--- config.mk ---
export PLATFORM = sky130hd
export DESIGN_NAME = csspi_port
export DESIGN_NICKNAME = d
export VERILOG_FILES = /design/src/hdl/csspi_pkg.sv /design/src/hdl/csspi_port.sv
export SDC_FILE = /design/constraint.sdc
export NUM_CORES = 1
export LEC_CHECK = 0
export BUFFER_PORTS_ARGS = -buffer_cell sky130_fd_sc_hd__buf_2
export CORE_MARGIN = 2
export CORE_UTILIZATION = 35
export CTS_BUF_LIST = sky130_fd_sc_hd__clkbuf_2
export DETAILED_ROUTE_END_ITERATION = 16
export PLACE_DENSITY = 0.51
export RECOVER_POWER = 25
export SLEW_MARGIN = 20
export SYNTH_ARGS = -nofsm -noshare
export SYNTH_HDL_FRONTEND = slang
export SYNTH_SLANG_ARGS = --single-unit
export TNS_END_PERCENT = 100
--- constraint.sdc ---
create_clock -name clk_i -period 3.3 [get_ports clk_i]
set_input_delay 0.99 -clock clk_i [delete_from_list [all_inputs] [get_ports clk_i]]
set_output_delay 0.99 -clock clk_i [all_outputs]
set_load 0.01 [all_outputs]
--- src/hdl/csspi_pkg.sv ---
// csspi_pkg: register map, field positions and reset values of the clocked serial port.
// assumes an APB master with 32-bit data; registers sit at index*4.
package csspi_pkg;
	// register indices; byte address is four times the index
	localparam logic [7:0] IDX_DATA   = 8'hD0;
	localparam logic [7:0] IDX_STATUS = 8'hD3;
	localparam logic [7:0] IDX_CTRL   = 8'hD4;
	localparam logic [7:0] IDX_RATE   = 8'hD5;
	localparam logic [7:0] IDX_SELECT = 8'hD6;

	localparam int ADDR_W       = 12;
	localparam int IDX_LSB      = 2;
	localparam int IDX_MSB      = 9;

	// control fields
	localparam int CMD_TX_BIT   = 7;
	localparam int CMD_RX_BIT   = 6;
	localparam int SRC_MSB      = 5;
	localparam int SRC_LSB      = 4;
	localparam int MODE_MSB     = 3;
	localparam int MODE_LSB     = 2;
	localparam int PRIO_MSB     = 1;
	localparam int PRIO_LSB     = 0;
	localparam logic [1:0] SRC_FIRST   = 2'h0;
	localparam logic [1:0] SRC_ALT     = 2'h1;
	localparam logic [1:0] MODE_EXTCLK = 2'h2;
	localparam logic [1:0] MODE_INTCLK = 2'h3;
	localparam logic [1:0] PRIO_OFF    = 2'h0;

	// status fields
	localparam int ST_RX_FULL   = 7;
	localparam int ST_RX_ADDR   = 6;
	localparam int ST_OVERRUN   = 5;
	localparam int ST_TX_FULL   = 3;
	localparam int ST_TX_BUSY   = 2;

	localparam logic [7:0] CTRL_RESET = 8'h00;
	localparam logic [7:0] RATE_RESET = 8'h07;
	localparam logic [3:0] BITS_PER_BYTE = 4'h8;
	// longest wait, in clocks, from loading a master byte to its last falling edge
	localparam logic [12:0] TX_WAIT_MAX = 13'h1068;

	typedef enum logic [1:0] {
		CSSPI_RX_IDLE  = 2'b00,
		CSSPI_RX_SHIFT = 2'b01
	} csspi_rx_state_type;
endpackage : csspi_pkg

--- src/hdl/csspi_port.sv ---
// csspi_port: clocked serial port acting as a byte-wide serial master (or clocked slave),
// with one-byte transmit and receive buffers and a shared interrupt request.
// assumes an APB master on clk_i; serial pins are asynchronous and are synchronised here.
//
// Added by the designer: the APB interface to the registers.
`timescale 1ns/1ps
`default_nettype none

module csspi_port import csspi_pkg::*; (
	input  wire logic              clk_i,        // system clock, 10 MHz
	input  wire logic              rst_b_i,      // async reset, active low
	input  wire logic              psel_i,       // apb select
	input  wire logic              penable_i,    // apb enable
	input  wire logic              pwrite_i,     // apb direction
	input  wire logic [ADDR_W-1:0] paddr_i,      // apb byte address
	input  wire logic [31:0]       pwdata_i,     // apb write data
	output logic      [31:0]       prdata_o,     // apb read data
	output logic                   pready_o,     // apb ready
	output logic                   pslverr_o,    // apb error, unmapped address
	input  wire logic              sck_i,        // serial clock pin level
	output logic                   sck_o,        // serial clock drive value
	output logic                   sck_oe_o,     // serial clock drive enable
	output logic                   txd_o,        // serial data out
	input  wire logic              rxd_first_i,  // serial data in, first port
	input  wire logic              rxd_alt_i,    // serial data in, alternate port
	output logic                   peripheral_select_n_o, // slave select, low active
	output logic                   irq_o,        // shared interrupt request
	output logic      [1:0]        irq_prio_o    // interrupt priority, 0 = off
);

	////////////////////////////////////////////////////////////////////////////////
	// registers and shared wires
	logic [7:0]         ctrl_reg, rate_reg, half_cnt_reg;
	logic               sck_reg, sck_s1_reg, sck_s2_reg, sck_s3_reg;
	logic               rxa_s1_reg, rxa_s2_reg, rxb_s1_reg, rxb_s2_reg;
	logic [7:0]         tx_buf_reg, tx_shift_reg;
	logic [3:0]         tx_cnt_reg;
	logic               tx_full_reg, tx_busy_reg, tx_pend_reg, tx_irq_reg, txd_reg;
	csspi_rx_state_type rx_state_reg;
	logic [7:0]         rx_shift_reg, rx_buf_reg;
	logic [3:0]         rx_cnt_reg;
	logic               rx_full_reg, overrun_reg, sel_n_reg;
	logic               pready_reg, pslverr_reg, irq_reg;
	logic [31:0]        prdata_reg;
	logic [12:0]        tx_wait_reg;

	logic [7:0] idx;
	logic       mapped;
	logic       acc_wr, acc_rd;
	logic       ctrl_wr, data_wr, status_wr, data_rd;
	logic       clocked, master;
	logic       tx_cmd, rx_cmd;
	logic       run, half_tick, fall_ev, rise_ev;
	logic       tx_end, tx_free, tx_load;
	logic       rx_busy, rx_done, rx_bit;
	logic [7:0] status_val;

	////////////////////////////////////////////////////////////////////////////////
	// apb decode; one cycle of setup, zero wait states in access
	assign idx    = paddr_i[IDX_MSB:IDX_LSB];
	assign mapped = (paddr_i[ADDR_W-1:IDX_MSB+1] == '0) && (paddr_i[IDX_LSB-1:0] == '0) &&
	                (idx == IDX_DATA || idx == IDX_STATUS || idx == IDX_CTRL ||
	                 idx == IDX_RATE || idx == IDX_SELECT);
	assign acc_wr    = psel_i && penable_i && pready_reg && pwrite_i && mapped;
	assign acc_rd    = psel_i && penable_i && pready_reg && !pwrite_i && mapped;
	assign ctrl_wr   = acc_wr && idx == IDX_CTRL;
	assign data_wr   = acc_wr && idx == IDX_DATA;
	assign status_wr = acc_wr && idx == IDX_STATUS;
	assign data_rd   = acc_rd && idx == IDX_DATA;

	assign clocked = ctrl_reg[MODE_MSB];
	assign master  = ctrl_reg[MODE_MSB:MODE_LSB] == MODE_INTCLK;
	// commands are decoded from the written word; only a waiting transmit command is stored, in tx_pend_reg
	assign tx_cmd  = ctrl_wr && clocked && pwdata_i[CMD_TX_BIT];
	assign rx_cmd  = ctrl_wr && clocked && pwdata_i[CMD_RX_BIT];

	// clocked mode never carries address bytes, so bit 6 always reads data
	assign status_val = {rx_full_reg, 1'b0, overrun_reg, 1'b0,
	                     tx_full_reg, tx_busy_reg, 2'b00};

	always_ff @(posedge clk_i or negedge rst_b_i) begin
		if (!rst_b_i) begin
			pready_reg  <= 1'b0;
			pslverr_reg <= 1'b0;
			prdata_reg  <= 32'h00000000;
		end else begin
			pready_reg  <= psel_i && !penable_i;
			pslverr_reg <= psel_i && !penable_i && !mapped;
			if (psel_i && !penable_i) begin
				prdata_reg <= 32'h00000000;
				if (!pwrite_i) begin
					unique case (idx)
						IDX_DATA:   prdata_reg[7:0] <= rx_buf_reg;
						IDX_STATUS: prdata_reg[7:0] <= status_val;
						IDX_CTRL:   prdata_reg[7:0] <= ctrl_reg;
						IDX_RATE:   prdata_reg[7:0] <= rate_reg;
						IDX_SELECT: prdata_reg[0]   <= sel_n_reg;
						default:    prdata_reg      <= 32'h00000000;
					endcase
				end
			end
		end
	end

	always_ff @(posedge clk_i or negedge rst_b_i) begin
		if (!rst_b_i) begin
			ctrl_reg  <= CTRL_RESET;
			rate_reg  <= RATE_RESET;
			sel_n_reg <= 1'b1;
		end else begin
			if (ctrl_wr) begin
				ctrl_reg <= {2'b00, pwdata_i[SRC_MSB:0]};
			end
			if (acc_wr && idx == IDX_RATE) begin
				rate_reg <= pwdata_i[7:0];
			end
			if (acc_wr && idx == IDX_SELECT) begin
				sel_n_reg <= pwdata_i[0];
			end
		end
	end

	////////////////////////////////////////////////////////////////////////////////
	// pin synchronisers; logic reads the second stage, and the clock edge detect also reads the third
	always_ff @(posedge clk_i or negedge rst_b_i) begin
		if (!rst_b_i) begin
			sck_s1_reg <= 1'b1;
			sck_s2_reg <= 1'b1;
			sck_s3_reg <= 1'b1;
			rxa_s1_reg <= 1'b1;
			rxa_s2_reg <= 1'b1;
			rxb_s1_reg <= 1'b1;
			rxb_s2_reg <= 1'b1;
		end else begin
			sck_s1_reg <= sck_i;
			sck_s2_reg <= sck_s1_reg;
			sck_s3_reg <= sck_s2_reg;
			rxa_s1_reg <= rxd_first_i;
			rxa_s2_reg <= rxa_s1_reg;
			rxb_s1_reg <= rxd_alt_i;
			rxb_s2_reg <= rxb_s1_reg;
		end
	end

	////////////////////////////////////////////////////////////////////////////////
	// bit clock: half_tick every rate+1 cycles, so one bit is 2*(rate+1) clocks
	assign run       = master && (tx_busy_reg || rx_busy);
	assign half_tick = run && half_cnt_reg == rate_reg;

	always_ff @(posedge clk_i or negedge rst_b_i) begin
		if (!rst_b_i) begin
			half_cnt_reg <= 8'h00;
			sck_reg      <= 1'b1;
		end else if (!run) begin
			// idle high so the first edge of a byte is always a falling one
			half_cnt_reg <= 8'h00;
			sck_reg      <= 1'b1;
		end else if (half_tick) begin
			half_cnt_reg <= 8'h00;
			sck_reg      <= !sck_reg;
		end else begin
			half_cnt_reg <= half_cnt_reg + 8'h01;
		end
	end

	// external clock edges come from the synchronised pin, two cycles late
	assign fall_ev = master ? (half_tick && sck_reg)  : (clocked && sck_s3_reg && !sck_s2_reg);
	assign rise_ev = master ? (half_tick && !sck_reg) : (clocked && !sck_s3_reg && sck_s2_reg);

	////////////////////////////////////////////////////////////////////////////////
	// transmitter
	assign tx_end  = tx_busy_reg && rise_ev && tx_cnt_reg == BITS_PER_BYTE;
	assign tx_free = !tx_busy_reg || tx_end;
	// a command seen while busy or with an empty buffer waits until the shifter is free and the buffer is full
	assign tx_load = tx_free && (tx_cmd || tx_pend_reg) && tx_full_reg;

	always_ff @(posedge clk_i or negedge rst_b_i) begin
		if (!rst_b_i) begin
			tx_buf_reg  <= 8'h00;
			tx_full_reg <= 1'b0;
			tx_pend_reg <= 1'b0;
		end else begin
			// a write in the loading cycle queues behind the byte being taken
			if (data_wr) begin
				tx_buf_reg  <= pwdata_i[7:0];
				tx_full_reg <= 1'b1;
			end else if (tx_load) begin
				tx_full_reg <= 1'b0;
			end
			if (tx_load) begin
				tx_pend_reg <= 1'b0;
			end else if (tx_cmd) begin
				tx_pend_reg <= 1'b1;
			end
		end
	end

	always_ff @(posedge clk_i or negedge rst_b_i) begin
		if (!rst_b_i) begin
			tx_busy_reg  <= 1'b0;
			tx_shift_reg <= 8'h00;
			tx_cnt_reg   <= 4'h0;
			txd_reg      <= 1'b1;
		end else if (tx_load) begin
			tx_busy_reg  <= 1'b1;
			tx_shift_reg <= tx_buf_reg;
			tx_cnt_reg   <= 4'h0;
		end else if (tx_end) begin
			tx_busy_reg  <= 1'b0;
		end else if (tx_busy_reg && fall_ev && tx_cnt_reg != BITS_PER_BYTE) begin
			txd_reg      <= tx_shift_reg[0];
			tx_shift_reg <= {1'b0, tx_shift_reg[7:1]};
			tx_cnt_reg   <= tx_cnt_reg + 4'h1;
		end
	end

	// set wins over the clearing write
	always_ff @(posedge clk_i or negedge rst_b_i) begin
		if (!rst_b_i) begin
			tx_irq_reg <= 1'b0;
		end else if (tx_load || (tx_end && !tx_full_reg)) begin
			tx_irq_reg <= 1'b1;
		end else if (data_wr || status_wr) begin
			tx_irq_reg <= 1'b0;
		end
	end

	////////////////////////////////////////////////////////////////////////////////
	// receiver
	assign rx_busy = rx_state_reg == CSSPI_RX_SHIFT;
	assign rx_done = rx_busy && rise_ev && rx_cnt_reg == BITS_PER_BYTE - 4'h1;
	always_comb begin
		unique case (ctrl_reg[SRC_MSB:SRC_LSB])
			SRC_FIRST: rx_bit = rxa_s2_reg;
			SRC_ALT:   rx_bit = rxb_s2_reg;
			default:   rx_bit = 1'b1;
		endcase
	end

	always_ff @(posedge clk_i or negedge rst_b_i) begin
		if (!rst_b_i) begin
			rx_state_reg <= CSSPI_RX_IDLE;
			rx_shift_reg <= 8'h00;
			rx_cnt_reg   <= 4'h0;
		end else begin
			unique case (rx_state_reg)
				CSSPI_RX_IDLE: begin
					if (rx_cmd) begin
						rx_state_reg <= CSSPI_RX_SHIFT;
						rx_cnt_reg   <= 4'h0;
					end
				end
				CSSPI_RX_SHIFT: begin
					if (rise_ev) begin
						rx_shift_reg <= {rx_bit, rx_shift_reg[7:1]};
						rx_cnt_reg   <= rx_cnt_reg + 4'h1;
						if (rx_done) begin
							rx_state_reg <= CSSPI_RX_IDLE;
						end
					end
				end
			endcase
		end
	end

	always_ff @(posedge clk_i or negedge rst_b_i) begin
		if (!rst_b_i) begin
			rx_buf_reg  <= 8'h00;
			rx_full_reg <= 1'b0;
			overrun_reg <= 1'b0;
		end else if (rx_done) begin
			rx_buf_reg  <= {rx_bit, rx_shift_reg[7:1]};
			rx_full_reg <= 1'b1;
			if (rx_full_reg && !data_rd) begin
				overrun_reg <= 1'b1;
			end else if (data_rd) begin
				overrun_reg <= 1'b0;
			end
		end else if (data_rd) begin
			rx_full_reg <= 1'b0;
			overrun_reg <= 1'b0;
		end
	end

	////////////////////////////////////////////////////////////////////////////////
	// shared interrupt, gated by the priority field
	always_ff @(posedge clk_i or negedge rst_b_i) begin
		if (!rst_b_i) begin
			irq_reg <= 1'b0;
		end else begin
			irq_reg <= (ctrl_reg[PRIO_MSB:PRIO_LSB] != PRIO_OFF) &&
			           (rx_full_reg || tx_irq_reg);
		end
	end

	assign prdata_o   = prdata_reg;
	assign pready_o   = pready_reg;
	assign pslverr_o  = pslverr_reg;
	assign sck_o      = sck_reg;
	assign sck_oe_o   = master;
	assign txd_o      = txd_reg;
	assign peripheral_select_n_o = sel_n_reg;
	assign irq_o      = irq_reg;
	assign irq_prio_o = ctrl_reg[PRIO_MSB:PRIO_LSB];

	// clocks a master byte has waited for its last falling edge; external clock may stall
	always_ff @(posedge clk_i or negedge rst_b_i) begin
		if (!rst_b_i) begin
			tx_wait_reg <= 13'h0000;
		end else if (tx_load) begin
			tx_wait_reg <= 13'h0000;
		end else if (tx_busy_reg && master && tx_cnt_reg != BITS_PER_BYTE) begin
			tx_wait_reg <= tx_wait_reg + 13'h0001;
		end
	end
endmodule : csspi_port
`default_nettype wire

==> results_dict.tcl, run 1 <==
set metrics [dict create \
    status "finished, violations left" \
    violations "max-capacitance violations, max-slew violations" \
    io_pins 93 \
    cts-hold-fix-buffers 0 \
    synth-warning-count 0 \
    start_kind "register" \
    finalSetupTns_ns 0 \
    drcViolationCount 0 \
    fin_nets 481 \
    yosysUniqueCellTypes 62 \
    fillers 1159 \
    drv_cap 1 \
    grt_use_total_pct 14.9 \
    drtPass1Iterations 4 \
    grt_pass1_vias 2829 \
    syn_inst 374 \
    final_antenna_net_count 0 \
    grt_pass1_wl_um 15100 \
    finalCritPeriodShare_pct 74.3 \
    wl_um 9300 \
    slew_headroom_pct -18.1 \
    clock_path_buffers 2 \
    clkSinkCount 89 \
    htreeDepth 3 \
    ys_ff_latch 89 \
    critical_path_required_ns 3.79 \
    clk_pin_slew_ns 0.22 \
    vias_per_cell 4.95 \
    die_h_um 115 \
    ir_drop_uv 141 \
    rsz0062_at_grt "false" \
    min_period_ns 2.45 \
    fmax_mhz 408 \
    syn_to_final_growth_pct 9.64 \
    cts_tree "yes" \
    fin_skew_ns 0.0338 \
    n_antenna_cell 0 \
    slew_violations 73 \
    die_area_mm2 0.0133 \
    async_flop_share_pct 100 \
    path_max_fanout 11 \
    cts_root_buf "clkbuf_2" \
    synth_area_leaders "dfrtp_1 44%, dfstp_2 7.9%, mux2_2 7.0%" \
    synth_top_flop_cell "dfrtp_1" \
    hp-class "register to register" \
    hpwl_um 6940 \
    io_buffers 44 \
    cts_buffers 9 \
    cp_data_arrival_time_ns 2.94 \
    tightest_slew_ns 1.77 \
    yosysMostFrequentCell "dfrtp_1" \
    synth_top_area_cell "dfrtp_1" \
    yosysSeqAreaShare_pct 51.9 \
    core.rowCount 40 \
    routedWlPerCell_um 16.1 \
    end_kind "register" \
    utilization_pct 39.4 \
    grt_max_degree 73 \
    start_util_pct 36.0 \
    synthesis.area_mm2 0.00432 \
    p_leak_nw 2.37 \
    overflow 0 \
    cts_post_setup_buffers_inserted 0 \
    gp_congestion 0.772 \
    drt_iter0_markers 170 \
    cts_resized 0 \
    dieWidth_um 115 \
    coreArea_mm2 0.0120 \
    fin_ws_ns 0.848 \
    yosysTopAreaCellShare_pct 44.0 \
    synth-edff-count 0 \
    dp_slack_ns 0.373 \
    avgSynthCellArea_um2 11.6 \
    path_class "register to register" \
    drive_gt1_share_pct 30.2 \
    final_hold_viol_count 0 \
    p_per_area_mw_per_mm2 380 \
    antenna_found_initial 0 \
    ff2ff_setup_slack_ns 0.85 \
    setup_violations 0 \
    vias 2854 \
    yosys-top-cells-count "76 x dfrtp_1, 36 x nand2_1, 27 x mux2_2" \
    clk_latency_ns 0.55 \
]
[path summary, 6_finish.rpt]
path / endpoint / startpoint / depth (start not counted)
setup / recovery: tx_shift_reg[5] / rate_reg[1] / 7
hold / removal: rxb_s2_reg / rxb_s1_reg / 0
setup reg to reg: tx_shift_reg[5] / rate_reg[1] / 7
hold reg to reg: rxb_s2_reg / rxb_s1_reg / 0
max in group asynchronous: tx_pend_reg / rst_b_i / 1
min in group asynchronous: rx_cnt_reg[0] / rst_b_i / 1
[power breakdown]
part | internal [W] | leakage [nW] | switching [W] | total (W)
clock | 0.000257 | 0.0836 | 0.000353 | 0.000610
sequential | 0.00110 | 1.13 | 0.00000229 | 0.00110
combinational | 0.0000223 | 1.15 | 0.0000622 | 0.0000845
[critical path, stage by stage (launching register included)]
cell	delay, ns
dfstp_2	0.63
xor2_1	0.11
nor4_1	0.45
nand4_1	0.31
a211oi_4	0.39
buf_4	0.24
a22o_1	0.19
a21o_1	0.09
[stage by stage]
step                      hold slack (ns)  instance area (um^2)  total power, W  instances
after floorplan                     0.345                  4410         0.00118        397
after global placement              0.346                  4610         0.00121        561
after detailed placement            0.347                  4610         0.00121        561
after CTS                           0.372                  4740         0.00182        577
after global routing                0.382                  4740         0.00188        577
final                               0.372                  4740         0.00180        577
[layout make-up]
type                       count  area (um^2)  share of cell area, %
inverter                      11         41.3                  0.871
sequential                    89         2240                   47.3
clock buffer                  12         60.1                   1.27
multi-input combinational    262         1860                   39.3
tap                          147          184                   3.88
timing repair buffer          52          280                   5.91
clock inverter                 4         68.8                   1.45
[kinds of logic (layout without fill, tap and decap cells)]
family / Yosys count / after routing / share of synthesized area (%)
AOI/OAI and AO/OA: 66 / 66 / 11.1
xor gates and xnor gates: 19 / 19 / 3.85
adders and majority gates: 4 / 4 / 1.16
buffers and inverters: 46 / 79 / 7.04
DFF: 89 / 89 / 51.9
muxes: 37 / 37 / 10.2
other: 1 / 24 / 0.0868
and+or+nand+nor: 112 / 112 / 14.7
[cell usage in the layout, fill, tap and decap left out, types with 2 or more instances in the layout]
| cell type | Yosys | final |
|---|---|---|
| dfrtp_1 | 76 | 76 |
| buf_2 | 3 | 43 |
| nand2_1 | 36 | 36 |
| mux2_2 | 27 | 27 |
| conb_1 | 1 | 24 |
| nor2_1 | 18 | 18 |
| o21ai_0 | 17 | 17 |
| xor2_1 | 16 | 16 |
| nand3_1 | 14 | 14 |
| clkbuf_2 | 0 | 13 |
| a22o_1 | 12 | 12 |
| dfstp_2 | 13 | 12 |
| inv_1 | 11 | 11 |
| a21o_1 | 9 | 9 |
| a21oi_1 | 8 | 8 |
| buf_4 | 26 | 8 |
| mux2_4 | 7 | 7 |
| and3_1 | 5 | 5 |
| nor4_2 | 4 | 4 |
| nand4_1 | 4 | 4 |
| ha_1 | 4 | 4 |
| and2_1 | 3 | 3 |
| xnor2_1 | 3 | 3 |
| nand2b_1 | 3 | 3 |
| nor2b_1 | 3 | 3 |
| mux2i_1 | 3 | 3 |
| or2_2 | 2 | 2 |
| and3b_1 | 2 | 2 |
| nor2_2 | 2 | 2 |
| nor4_1 | 2 | 2 |
| nor4_4 | 2 | 2 |
| a222oi_1 | 2 | 2 |
| a221oi_1 | 2 | 2 |
| bufinv_16 | 0 | 2 |
[metal layers]
metal | track usage [%] | wire (um) | vias to the layer above | part of all wire (%)
li1 | - | - | 1371 | -
met1 | 21.2 | 4610 | 1398 | 50
met2 | 22.7 | 4200 | 76 | 45
met3 | 3.43 | 370 | 9 | 4.0
met4 | 4.58 | 129 | 0 | 1.4
met5 | 0 | 0 | - | 0
(Power assumes the default switching activity.)
==> inputs of run 2 (changes only) <==
--- a/config.mk
+++ b/config.mk
@@ -10,7 +10,7 @@
 export CORE_UTILIZATION = 35
 export CTS_BUF_LIST = sky130_fd_sc_hd__clkbuf_2
 export DETAILED_ROUTE_END_ITERATION = 16
-export PLACE_DENSITY = 0.51
+export PLACE_DENSITY = 0.53
 export RECOVER_POWER = 25
 export SLEW_MARGIN = 20
 export SYNTH_ARGS = -nofsm -noshare
==> constraint.sdc (replaced) <==
create_clock -name clk_i -period 2.1 [get_ports clk_i]
set_input_delay 0.63 -clock clk_i [delete_from_list [all_inputs] [get_ports clk_i]]
set_output_delay 0.63 -clock clk_i [all_outputs]
set_load 0.01 [all_outputs]
==> run 2 against run 1 <==
The run ends with negative setup slack left. Combinational power up 80%. Via count rose by 8.4%. Design area increased by 9.4%. Wire length is 2.2% higher. Fmax is 13% higher. Non-clock buffer count grew 52. Clock skew grew 0.011 ns. Total power is 52% higher. Count of clock-buffer cells in the layout down 3. Worst hold slack got worse by 0.26 ns. Critical endpoint is now rx_buf_reg[3].
==> results_dict.tcl, run 2 (synthesis gave the netlist of run 1 again) <==
set metrics [dict create \
    path_buf_inv 0 \
    p_per_area_mw_per_mm2 527 \
    status "finished, violations left" \
    hold_ws_ns 0.113 \
    finalSetupTns_ns -0.587 \
    core.rowCount 40 \
    io_pins 93 \
    fin_ws_ns -0.0665 \
    htreeDepth 3 \
    vias 3094 \
    cts_root_buf "clkbuf_2" \
    cts_buffers 9 \
    slew_headroom_pct 46.2 \
    dieWidth_um 115 \
    clock_path_buffers 2 \
    grt_pass1_vias 3123 \
    clk_latency_ns 0.60 \
    path_max_fanout 11 \
    ir_drop_uv 499 \
    wl_um 9510 \
    final_hold_viol_count 0 \
    critical-path-slowest-cell "dfstp_2" \
    p_leak_nw 2.62 \
    hp-class "input port to register" \
    n_antenna_cell 0 \
    drive_gt1_share_pct 39.8 \
    p_sw_w 0.000689 \
    p_int_w 0.00204 \
    min_period_ns 2.17 \
    drv_cap 0 \
    place_inst 609 \
    hpwl_um 7320 \
    die_area_mm2 0.0133 \
    crit_chain "xor2_2 > nor4_2 > a31oi_1 > or4_4 > mux2_4" \
    coreArea_mm2 0.0120 \
    fin_cells 629 \
    io_buffers 44 \
    cts_tree "yes" \
    drcViolationCount 0 \
    setup_violations 12 \
    fin_nets 533 \
    final_common_cell "dfrtp_1" \
    critical_path_required_ns 2.59 \
    grt_pass1_wl_um 15500 \
    clk_pin_slew_ns 0.24 \
    grt_max_degree 33 \
    crit_family "simple AND/OR/NAND/NOR gates" \
    utilization_pct 43.2 \
    drtPass1Iterations 5 \
    rsz0062_at_grt "true" \
    power.share.clock_pct 30.9 \
    violations "negative setup slack" \
    die_h_um 115 \
    fin_skew_ns 0.0450 \
    antenna_found_initial 0 \
    dp_slack_ns -0.246 \
    start_kind "register" \
    p_comb_share_pct 5.6 \
    tightest_slew_ns 0.807 \
    seqPwrFrac_pct 63.6 \
    cp_data_arrival_time_ns 2.66 \
    clkSinkCount 89 \
    vias_per_cell 4.92 \
    final_cell_mix "75 x dfrtp_1, 57 x buf_4, 42 x buf_2, 34 x nand2_1, 26 x mux2_2" \
    path_class "register to register" \
    gp_congestion 0.822 \
    routedWlPerCell_um 15.1 \
    start_util_pct 36.0 \
    syn_to_final_growth_pct 19.9 \
    end_kind "register" \
    netSwitchingFraction_pct 25.2 \
    fmax_mhz 462 \
    cpPeakStageDelay_ns 0.62 \
    finalCritPeriodShare_pct 103 \
    slew_violations 0 \
    final_antenna_net_count 0 \
    overflow 0 \
    drt_iter0_markers 124 \
    grt_use_total_pct 15.4 \
]
## run 2: cell count changes in the layout (fill, tap and decap cells not counted), sizes merged
cell	change
clkinvlp	+2
clkinv	+2
buf	+49
clkbuf	-1
bufinv	-1
dlygate4sd3	+1
## run 2: cell type report
type                            count  area, um^2
Clock buffer                        9        45.0
Fill cell                        1189        6830
Inverter                           11        41.3
Multi-Input combinational cell    262        1930
Clock inverter                      7        61.3
Tap cell                          147         184
Sequential cell                    89        2240
Timing Repair Buffer              104         677
## run 2: what timing repair did
action / CTS / global route
hold endpoints to repair: 20 / 0
buffers inserted: 2 / 1
hold buffers: 1 / 0
pin swaps: 6 / 0
endpoints found under the setup margin: 21 / 30
gates resized for setup: 4 / 6
## run 2: routing by layer
| layer | vias to the layer above | wire length (um) | share of wire (%) | GRT usage, % |
|---|---|---|---|---|
| li1 | 1475 | - | - | - |
| met1 | 1529 | 4580 | 48 | 20.9 |
| met2 | 75 | 4310 | 45 | 24.0 |
| met3 | 15 | 417 | 4.4 | 3.22 |
| met4 | 0 | 212 | 2.2 | 6.99 |
| met5 | - | 0 | 0 | 0 |
## run 2: worst paths after layout
kind,slack (ns),from,end,depth (start not counted)
worst max register to register,-0.07,rate_reg[2],rx_buf_reg[3],5
worst min-delay path,0.11,rxd_first_i,rxa_s1_reg,1
min in group asynchronous,0.61,rst_b_i,tx_busy_reg,2
max in group asynchronous,0.21,rst_b_i,ctrl_reg[2],3
worst min register to register,0.37,rxa_s1_reg,rxa_s2_reg,0
worst max-delay path,-0.07,rate_reg[2],rx_buf_reg[3],5
## run 2: power by group through the flow
stage / Clock (W) / Sequential (W) / Combinational, W
after global routing: 0.000949 / 0.00174 / 0.000173
after floorplan: 0 / 0.00176 / 0.0000923
after global placement: 0 / 0.00176 / 0.000157
after detailed placement: 0 / 0.00176 / 0.000158
final: 0.000844 / 0.00174 / 0.000152
after CTS: 0.000881 / 0.00174 / 0.000160
## run 2: through the flow
stage / total power, W / area (um^2)
floorplan: 0.00186 / 4450
global placement: 0.00192 / 5020
detailed placement: 0.00192 / 5020
CTS: 0.00278 / 5170
global route: 0.00286 / 5180
finish: 0.00273 / 5180
